===== config.mk =====
export PLATFORM = sky130hd
export DESIGN_NAME = uems_top
export DESIGN_NICKNAME = d
export VERILOG_FILES = /design/src/rtl/uems_pkg.sv /design/src/rtl/uems_report.sv /design/src/rtl/uems_top.sv
export VERILOG_INCLUDE_DIRS = /design/src /design/src/rtl
export SDC_FILE = /design/constraint.sdc
export NUM_CORES = 1
export LEC_CHECK = 0
export BUFFER_PORTS_ARGS = -buffer_cell sky130_fd_sc_hd__buf_2
export CAP_MARGIN = 20
export CORE_ASPECT_RATIO = 0.75
export CORE_MARGIN = 2
export CORE_UTILIZATION = 44
export DETAILED_ROUTE_END_ITERATION = 10
export PLACE_DENSITY_LB_ADDON = 0.15
export REMOVE_ABC_BUFFERS = 1
export SYNTH_ARGS = -nofsm -noshare
export SYNTH_HDL_FRONTEND = slang
export SYNTH_SLANG_ARGS = --single-unit

===== constraint.sdc =====
create_clock -name clk -period 5.6 [get_ports clk]
set_input_delay 0.56 -clock clk [delete_from_list [all_inputs] [get_ports clk]]
set_output_delay 0.56 -clock clk [all_outputs]
set_load 0.02 [all_outputs]

===== src/rtl/uems_map.svh =====
`ifndef UEMS_MAP_SVH
`define UEMS_MAP_SVH
// extended configuration offsets of the block
`define UEMS_OFS_STATUS      12'h104
`define UEMS_OFS_HIDE        12'h108
`define UEMS_OFS_FATALITY    12'h10c
// implemented error positions, shared by all three registers
`define UEMS_IMPL_MASK       32'h001ff010
// field positions
`define UEMS_BIT_LINK_LAYER  4
`define UEMS_BIT_POISONED    12
`define UEMS_BIT_FLOW_CTRL   13
`define UEMS_BIT_CPL_TIMEOUT 14
`define UEMS_BIT_CPL_ABORT   15
`define UEMS_BIT_UNEXP_CPL   16
`define UEMS_BIT_RX_OVERRUN  17
`define UEMS_BIT_MALFORMED   18
`define UEMS_BIT_E2E_CRC     19
`define UEMS_BIT_UNSUP_REQ   20
// reset values
`define UEMS_RST_STATUS      32'h00000000
`define UEMS_RST_HIDE        32'h00000000
`define UEMS_RST_FATALITY    32'h00062011
// fatality bit 0 always reads as one
`define UEMS_FAT_FORCED      32'h00000001
// access answers one cycle after the request
`define UEMS_ACK_CYCLES      1
`endif


===== src/rtl/uems_pkg.sv =====
package uems_pkg;
  // one bit per position of the 32-bit error word
  typedef logic [31:0] uems_word_t;
  // kind of error message leaving the block
  typedef enum logic [1:0] {
    UEMS_MSG_NONE     = 2'h0,
    UEMS_MSG_NONFATAL = 2'h1,
    UEMS_MSG_FATAL    = 2'h3
  } uems_msg_e;
endpackage


===== src/rtl/uems_report.sv =====
`timescale 1ns/1ps
`default_nettype none
`include "uems_map.svh"
// status recording and message, header and pointer requests
module uems_report (
  input  wire logic                 clk,
  input  wire logic                 rst,
  input  wire uems_pkg::uems_word_t err_detect,
  input  wire uems_pkg::uems_word_t hide,
  input  wire uems_pkg::uems_word_t fatality,
  input  wire uems_pkg::uems_word_t status_clr,
  output var  uems_pkg::uems_word_t status_r,
  output var  uems_pkg::uems_msg_e  msg_kind_r,
  output var  logic                 hdr_load_r,
  output var  logic                 fep_load_r,
  output var  logic [4:0]           fep_r
);
  // lowest set position, used for the first error pointer
  function automatic logic [4:0] low_bit(input uems_pkg::uems_word_t v);
    logic [4:0] idx;
    idx = 5'h0;
    for (int i = 31; i >= 0; i--) begin
      if (v[i]) begin
        idx = 5'(i);
      end
    end
    return idx;
  endfunction

  uems_pkg::uems_word_t live;          // unmasked, implemented errors
  uems_pkg::uems_word_t status_nxt;
  uems_pkg::uems_msg_e  msg_kind_nxt;
  logic                 hdr_load_nxt;
  logic                 fep_load_nxt;
  logic [4:0]           fep_nxt;

  // next state of status and request strobes
  always_comb begin
    live         = err_detect & ~hide & `UEMS_IMPL_MASK;
    // set wins over a write-one clear in the same cycle
    status_nxt   = (status_r & ~status_clr) | live;
    msg_kind_nxt = uems_pkg::UEMS_MSG_NONE;
    hdr_load_nxt = 1'b0;
    fep_load_nxt = 1'b0;
    fep_nxt      = fep_r;
    if (live != 32'h0) begin
      // fatal dominates when several arrive together
      if ((live & fatality) != 32'h0) begin
        msg_kind_nxt = uems_pkg::UEMS_MSG_FATAL;
      end else begin
        msg_kind_nxt = uems_pkg::UEMS_MSG_NONFATAL;
      end
      hdr_load_nxt = 1'b1;
      // pointer moves only when no older error is pending
      if ((status_r & ~status_clr) == 32'h0) begin
        fep_load_nxt = 1'b1;
        fep_nxt      = low_bit(live);
      end
    end
  end

  // registers
  always_ff @(posedge clk or posedge rst) begin
    if (rst) begin
      status_r   <= `UEMS_RST_STATUS;
      msg_kind_r <= uems_pkg::UEMS_MSG_NONE;
      hdr_load_r <= 1'b0;
      fep_load_r <= 1'b0;
      fep_r      <= 5'h0;
    end else begin
      status_r   <= status_nxt;
      msg_kind_r <= msg_kind_nxt;
      hdr_load_r <= hdr_load_nxt;
      fep_load_r <= fep_load_nxt;
      fep_r      <= fep_nxt;
    end
  end
endmodule
`default_nettype wire


===== src/rtl/uems_top.sv =====
`timescale 1ns/1ps
`default_nettype none
`include "uems_map.svh"
// How it works
// - masked error never sets its status bit
// - masked error sends no error message
// - masked error leaves header log untouched
// - masked error leaves first error pointer
// - hide register at 108h, resets zero
// - hide bits 19, 18, 17 writable
// - hide bits 16, 15, 14 writable
// - hide bits 13, 12, 4 writable
// - hide reserved bits read zero, ignore writes
// - fatality one means fatal, zero nonfatal
// - fatality register at 10Ch, resets 00062011h
// - malformed, overrun, flow, link default fatal
// - remaining error kinds default nonfatal
// - fatality bit zero always reads one
// - other fatality reserved bits read zero
// - each bit governs same status position
module uems_top #(
  parameter int ADDR_W = 12            // extended configuration space
) (
  input  wire logic              clk,
  input  wire logic              rst,
  input  wire logic              cfg_rd_req,
  input  wire logic              cfg_wr_req,
  input  wire logic [ADDR_W-1:0] cfg_addr,
  input  wire logic [3:0]        cfg_be,
  input  wire logic [31:0]       cfg_wdata,
  input  wire logic [31:0]       err_detect,
  output var  logic [31:0]       cfg_rdata_r,
  output var  logic              cfg_done_r,
  output var  logic [31:0]       status_r,
  output var  logic [31:0]       hide_r,
  output var  logic [31:0]       fatality_r,
  output var  logic              msg_valid_r,
  output var  logic              msg_fatal_r,
  output var  logic              hdr_load_r,
  output var  logic              fep_load_r,
  output var  logic [4:0]        fep_r
);
  // the address must reach the highest register offset
  if (ADDR_W < 9 || ADDR_W > 12) begin : g_addr_check
    $error("uems_top: ADDR_W must lie between 9 and 12");
  end

  // byte enables widened to a bit mask, used by all three register writes
  function automatic logic [31:0] lane_mask(input logic [3:0] be);
    logic [31:0] m;
    m = 32'h0;
    for (int i = 0; i < 4; i++) begin
      m[i*8 +: 8] = {8{be[i]}};
    end
    return m;
  endfunction

  // merge a write into a register, only implemented bits move
  function automatic logic [31:0] merge(input logic [31:0] old,
                                        input logic [31:0] wd,
                                        input logic [31:0] lm);
    logic [31:0] wm;
    wm = lm & `UEMS_IMPL_MASK;
    return (old & ~wm) | (wd & wm);
  endfunction

  // address decode, compared on the full printed offset
  logic hit_status;                    // status word
  logic hit_hide;                      // mask word
  logic hit_fat;                       // severity word
  logic [11:0] addr12;                 // offset padded to 12 bits
  logic [31:0] lanes;                  // write bit mask

  always_comb begin
    addr12     = 12'(cfg_addr);
    hit_status = (addr12 == `UEMS_OFS_STATUS);
    hit_hide   = (addr12 == `UEMS_OFS_HIDE);
    hit_fat    = (addr12 == `UEMS_OFS_FATALITY);
    lanes      = lane_mask(cfg_be);
  end

  // --- control registers -------------------------------------------
  logic [31:0] hide_nxt;               // next mask word
  logic [31:0] fat_nxt;                // next severity word
  logic [31:0] status_clr;             // write-one clear pattern

  // writes touch only implemented positions; reserved ignore them
  always_comb begin
    hide_nxt   = hide_r;
    fat_nxt    = fatality_r;
    status_clr = 32'h0;
    if (cfg_wr_req) begin
      if (hit_hide) begin
        hide_nxt = merge(hide_r, cfg_wdata, lanes);
      end
      if (hit_fat) begin
        // bit 0 is rebuilt below so it stays one
        fat_nxt = merge(fatality_r, cfg_wdata, lanes);
      end
      if (hit_status) begin
        // zeros leave status alone, ones clear it
        status_clr = cfg_wdata & lanes & `UEMS_IMPL_MASK;
      end
    end
    fat_nxt = fat_nxt | `UEMS_FAT_FORCED;
  end

  // mask and severity flip-flops
  always_ff @(posedge clk or posedge rst) begin
    if (rst) begin
      hide_r     <= `UEMS_RST_HIDE;
      fatality_r <= `UEMS_RST_FATALITY;
    end else begin
      hide_r     <= hide_nxt;
      fatality_r <= fat_nxt;
    end
  end

  // --- read path -----------------------------------------------------
  logic [31:0] rdata_nxt;              // word returned next cycle
  logic        done_nxt;               // answer strobe

  // unmapped offsets answer zero so probing software sees nothing
  always_comb begin
    rdata_nxt = 32'h0;
    done_nxt  = cfg_rd_req | cfg_wr_req;
    if (cfg_rd_req) begin
      if (hit_status) begin
        rdata_nxt = status_r & `UEMS_IMPL_MASK;
      end else if (hit_hide) begin
        rdata_nxt = hide_r & `UEMS_IMPL_MASK;
      end else if (hit_fat) begin
        rdata_nxt = (fatality_r & `UEMS_IMPL_MASK)
                  | `UEMS_FAT_FORCED;
      end
    end
  end

  // answer register; the data bus holds zero outside a read
  always_ff @(posedge clk or posedge rst) begin
    if (rst) begin
      cfg_rdata_r <= 32'h0;
      cfg_done_r  <= 1'b0;
    end else begin
      cfg_rdata_r <= rdata_nxt;
      cfg_done_r  <= done_nxt;
    end
  end

  // --- error reporting -----------------------------------------------
  uems_pkg::uems_msg_e msg_kind;       // message kind from reporter

  // detect pulses come from core logic on this clock, no sync
  uems_report u_report (
    .clk        (clk),
    .rst        (rst),
    .err_detect (err_detect),
    .hide       (hide_r),
    .fatality   (fatality_r),
    .status_clr (status_clr),
    .status_r   (status_r),
    .msg_kind_r (msg_kind),
    .hdr_load_r (hdr_load_r),
    .fep_load_r (fep_load_r),
    .fep_r      (fep_r)
  );

  // message strobes split out in flops so outputs stay registered
  logic msg_valid_nxt;                 // any message next cycle
  logic msg_fatal_nxt;                 // fatal flavour

  always_comb begin
    msg_valid_nxt = 1'b0;
    msg_fatal_nxt = 1'b0;
    unique case (msg_kind)
      uems_pkg::UEMS_MSG_NONE: begin
        msg_valid_nxt = 1'b0;
      end
      uems_pkg::UEMS_MSG_NONFATAL: begin
        msg_valid_nxt = 1'b1;
      end
      uems_pkg::UEMS_MSG_FATAL: begin
        msg_valid_nxt = 1'b1;
        msg_fatal_nxt = 1'b1;
      end
      default: begin
        // code 2 is never produced
        msg_valid_nxt = 1'b0;
      end
    endcase
  end

  // one extra stage: message lags status by one cycle
  always_ff @(posedge clk or posedge rst) begin
    if (rst) begin
      msg_valid_r <= 1'b0;
      msg_fatal_r <= 1'b0;
    end else begin
      msg_valid_r <= msg_valid_nxt;
      msg_fatal_r <= msg_fatal_nxt;
    end
  end

  // --- checks --------------------------------------------------------
  logic [31:0] live_now;               // unmasked errors this cycle
  assign live_now = err_detect & ~hide_r & `UEMS_IMPL_MASK;

  property p_masked_no_status;
    @(posedge clk) disable iff (rst)
      ((err_detect & hide_r & ~status_r) != 32'h0)
      |=> ((status_r & $past(err_detect & hide_r & ~status_r)) == 32'h0);
  endproperty
  a_masked_no_status: assert property (p_masked_no_status)
    else $error("masked error set its status bit");

  property p_masked_no_msg;
    @(posedge clk) disable iff (rst)
      (err_detect != 32'h0 && live_now == 32'h0)
      |-> ##2 !msg_valid_r;
  endproperty
  a_masked_no_msg: assert property (p_masked_no_msg)
    else $error("message sent for a masked error");

  property p_masked_no_hdr;
    @(posedge clk) disable iff (rst)
      (live_now == 32'h0) |=> !hdr_load_r;
  endproperty
  a_masked_no_hdr: assert property (p_masked_no_hdr)
    else $error("header log loaded without an unmasked error");

  property p_masked_no_fep;
    @(posedge clk) disable iff (rst)
      (live_now == 32'h0) |=> (!fep_load_r && $stable(fep_r));
  endproperty
  a_masked_no_fep: assert property (p_masked_no_fep)
    else $error("first error pointer moved without an unmasked error");

  property p_hide_write;
    @(posedge clk) disable iff (rst)
      (cfg_wr_req && hit_hide && cfg_be == 4'hf)
      |=> (hide_r == ($past(cfg_wdata) & `UEMS_IMPL_MASK));
  endproperty
  a_hide_write: assert property (p_hide_write)
    else $error("mask register write stored the wrong value");

  property p_hide_read;
    @(posedge clk) disable iff (rst)
      (cfg_rd_req && hit_hide)
      |=> (cfg_done_r && (cfg_rdata_r & ~`UEMS_IMPL_MASK) == 32'h0);
  endproperty
  a_hide_read: assert property (p_hide_read)
    else $error("mask reserved bits read nonzero");

  property p_fat_read;
    @(posedge clk) disable iff (rst)
      (cfg_rd_req && hit_fat)
      |=> (cfg_done_r
           && (cfg_rdata_r & ~`UEMS_IMPL_MASK) == `UEMS_FAT_FORCED);
  endproperty
  a_fat_read: assert property (p_fat_read)
    else $error("severity reserved bits read wrongly");

  property p_severity_type;
    @(posedge clk) disable iff (rst)
      (live_now != 32'h0)
      |-> ##2 (msg_valid_r
               && msg_fatal_r == ($past(live_now & fatality_r, 2) != 0));
  endproperty
  a_severity_type: assert property (p_severity_type)
    else $error("message kind does not follow severity");

  property p_status_set;
    @(posedge clk) disable iff (rst)
      (live_now != 32'h0)
      |=> ((status_r & $past(live_now)) == $past(live_now));
  endproperty
  a_status_set: assert property (p_status_set)
    else $error("unmasked error did not set its status bit");

  property p_status_clear;
    @(posedge clk) disable iff (rst)
      (cfg_wr_req && hit_status && err_detect == 32'h0)
      |=> (status_r == ($past(status_r) & ~$past(status_clr)));
  endproperty
  a_status_clear: assert property (p_status_clear)
    else $error("status write did not clear exactly the ones");

  property p_fat_bit0;
    @(posedge clk) disable iff (rst)
      cfg_wr_req && hit_fat |=> fatality_r[0] ##1 fatality_r[0];
  endproperty
  a_fat_bit0: assert property (p_fat_bit0)
    else $error("severity bit 0 lost its one");

  // register shape and message provenance checks
  property p_fat_write;
    @(posedge clk) disable iff (rst)
      (cfg_wr_req && hit_fat && cfg_be == 4'hf)
      |=> (fatality_r
           == (($past(cfg_wdata) & `UEMS_IMPL_MASK) | `UEMS_FAT_FORCED));
  endproperty
  a_fat_write: assert property (p_fat_write)
    else $error("severity register write stored the wrong value");

  property p_hide_reserved;
    @(posedge clk) disable iff (rst)
      (hide_r & ~`UEMS_IMPL_MASK) == 32'h0;
  endproperty
  a_hide_reserved: assert property (p_hide_reserved)
    else $error("mask reserved bit holds a one");

  property p_fat_reserved;
    @(posedge clk) disable iff (rst)
      (fatality_r & ~`UEMS_IMPL_MASK) == `UEMS_FAT_FORCED;
  endproperty
  a_fat_reserved: assert property (p_fat_reserved)
    else $error("severity reserved bits hold a wrong value");

  // without a clear, a recorded error must stay recorded
  property p_status_sticky;
    @(posedge clk) disable iff (rst)
      !(cfg_wr_req && hit_status)
      |=> ((status_r & $past(status_r)) == $past(status_r));
  endproperty
  a_status_sticky: assert property (p_status_sticky)
    else $error("status bit dropped without a write-one clear");

  // a message two cycles on needs an unmasked error now
  property p_msg_needs_live;
    @(posedge clk) disable iff (rst)
      msg_valid_r |-> ($past(live_now, 2) != 32'h0);
  endproperty
  a_msg_needs_live: assert property (p_msg_needs_live)
    else $error("message sent with no unmasked error behind it");

  property p_status_reserved;
    @(posedge clk) disable iff (rst)
      (status_r & ~`UEMS_IMPL_MASK) == 32'h0;
  endproperty
  a_status_reserved: assert property (p_status_reserved)
    else $error("status bit set outside the error positions");
endmodule
`default_nettype wire


==> out/results.tsv <==
metric	value	unit
antenna violations before repair	0	
hold_buf cts	0	
Area Overhead vs Synth	9.61	%
critical path endpoint	u_report.fep_r[1]	
# rows	26	
worst skew pair latency	310	ps
Ys Warns	0	
Fin Hold WS	399	ps
Critical path origin	cfg_addr[1]	
Routed WL	7320	um
Worst EP required	5800	ps
worst min-delay path class	reg2reg	
Synth area leader	dfrtp_1	
num ports	222	
Remaining Overflow, GRT	0	
# clock sinks	52	
leak pwr	0.00178	uW
worst rel slew slack	0.532	
Worst-Margin Slew	696	ps
largest net degree at the start of global routing	53	
most common cell after layout, fill and taps aside	buf_2	
Gate Count Post-Synth	298	
Yosys reg bits	52	
H-tree depth	2	
first-pass GRT wire length	11100	um
die area	7700	um^2
Max IR drop VDD	74.0	uV
Sum Neg Setup Slack	0	ps
commonest non-fill, non-tap cells in the layout	buf_2 (89), conb_1 (87), dfrtp_1 (48)	
Die Ht	76.5	um
routed len/inst	15.6	um
Die Wd	101	um
PD cells	210	nW/um^2
Initial Util	0.454	
number of flops mapped to enable cells by yosys	0	
Via-to-Cell Ratio	4.84	
Detailed Place HPWL	5590	um
RSZ-0062 raised after global routing	no	
worst clock skew	7.41	ps
share of layout cells above drive strength 1	0.305	
port buffer count	89	
synth top area cells	dfrtp_1 (39%), buf_4 (21%), mux2_1 (8.8%)	
RD Place Congestion	0.894	
root buffer cell	clkbuf_8	
Design Power	711	uW
Reg area	1310	um^2
Synth top area share	0.389	
r2r setup slk	3330	ps
area of the multi-input gates	1370	um^2
# placed instances	460	
CP Class	in2reg	
Pins Over Slew Limit	0	
CP Launch Type	primary input	
ANT cells	0	
TritonCTS buffer count	5	
Distinct cells, synth	36	
number of antenna-violating nets in the routed design	0	
DRC violations left	0	
post-CTS setup buffer count	0	
sequential area share after synthesis	0.424	
vias in the first global route	2060	
Max Cap Violations	0	
Core ar.	6800	um^2
depth of the most critical reg-to-reg path	6	
Layout Nets	467	
first drt pass iteration count	8	
post-layout min period	3130	ps
Final setup viols	0	
CP Capture Type	flip-flop	
FMAX	319	MHz
Longest Clk Path Bufs	2	
Mapped Area	3080	um^2
async set or reset register ratio after synthesis	1.00	
clk slew on worst S/H paths	100	ps
FF-to-FF End	u_report.fep_r[1]	
status	complete, no violations	
non-filler instance count after layout	468	
final hold violations	0	
critical path fanouts, max	12	
Initial DRC Count	157	
# resized after CTS	0	
final period utilization	0.559	
Arr. time, crit path	3330	ps
routed vias	2266	
clock tree from TritonCTS	done	
top_reg_cell synth	dfrtp_1	
Filler cells	664	
GRT Util Overall	0.188	
Avg Inst Size Synth	10.3	um^2
how the worst min path moves through the flow:
stage / startpoint / endpoint / cells past startpoint / slack, ps
floorplan: u_report.msg_kind_r[1] / msg_fatal_r / 1 / 430
global placement: u_report.msg_kind_r[0] / msg_valid_r / 0 / 390
detailed placement: u_report.msg_kind_r[0] / msg_valid_r / 0 / 390
CTS: u_report.msg_kind_r[0] / msg_valid_r / 0 / 410
global route: u_report.msg_kind_r[0] / msg_valid_r / 0 / 430
finish: u_report.msg_kind_r[0] / msg_valid_r / 0 / 400
report_power, final:
group	internal, uW	leakage (uW)	total, uW	switching, uW
registers	378	0.000637	379	1.22
logic	19.7	0.00109	106	86.6
clock network	99.0	0.0000510	226	127
total	496	0.00178	711	215
worst max-delay path, stage by stage:
cell      delay, ps
buf_2           100
or4b_1          810
o41ai_1         560
nand4_1         250
or4_4           600
clkinv_2        110
mux2_1          330
cell usage after synthesis, types with 3 or more instances:
library cell and count:
inv_1 6, and3_1 5, nand3_1 14, mux2_1 24, buf_4 88, clkbuf_1 10, nand2b_1 7, dfrtp_1 48
a21oi_1 3, dfstp_2 4, o41ai_2 4, a222oi_1 10, nand2_1 12, o21ai_1 3, nor2_1 5, o41ai_1 8
nor2b_1 19, o21ai_0 3
metal layers:
| metal | global-route usage | vias to the layer above | routed length, um |
|---|---|---|---|
| met4 | 0.0301 | 0 | 42 |
| met1 | 0.273 | 1097 | 3340 |
| met2 | 0.283 | 121 | 3320 |
| met3 | 0.0550 | 6 | 613 |
| li1 | - | 1042 | - |
| met5 | 0 | - | 0 |
kinds of logic after synthesis:
group | count (synthesis) | synth area share
buffers and inverters | 107 | 0.239
and+or+nand+nor | 75 | 0.139
DFF | 52 | 0.424
AOI/OAI and AO/OA | 38 | 0.109
muxes | 24 | 0.0876
other | 2 | 0.00243
metrics by stage:
step | utilization | setup WS (ps) | area [um^2]
CTS | 0.497 | 2420 | 3380
finish | 0.497 | 2470 | 3380
global route | 0.497 | 2280 | 3380
detailed placement | 0.484 | 2190 | 3290
global placement | 0.484 | 2220 | 3290
floorplan | - | 2540 | 2700
area by class of cell:
class,instances,share of cell area
clock buffers,6,0.0244
clock inverters,2,0.00296
inverters,7,0.00814
multi-input cells,224,0.406
flip-flops and latches,52,0.386
well taps,84,0.0311
repair buffers,93,0.141
No activity file was read; power rests on OpenSTA's default activity.
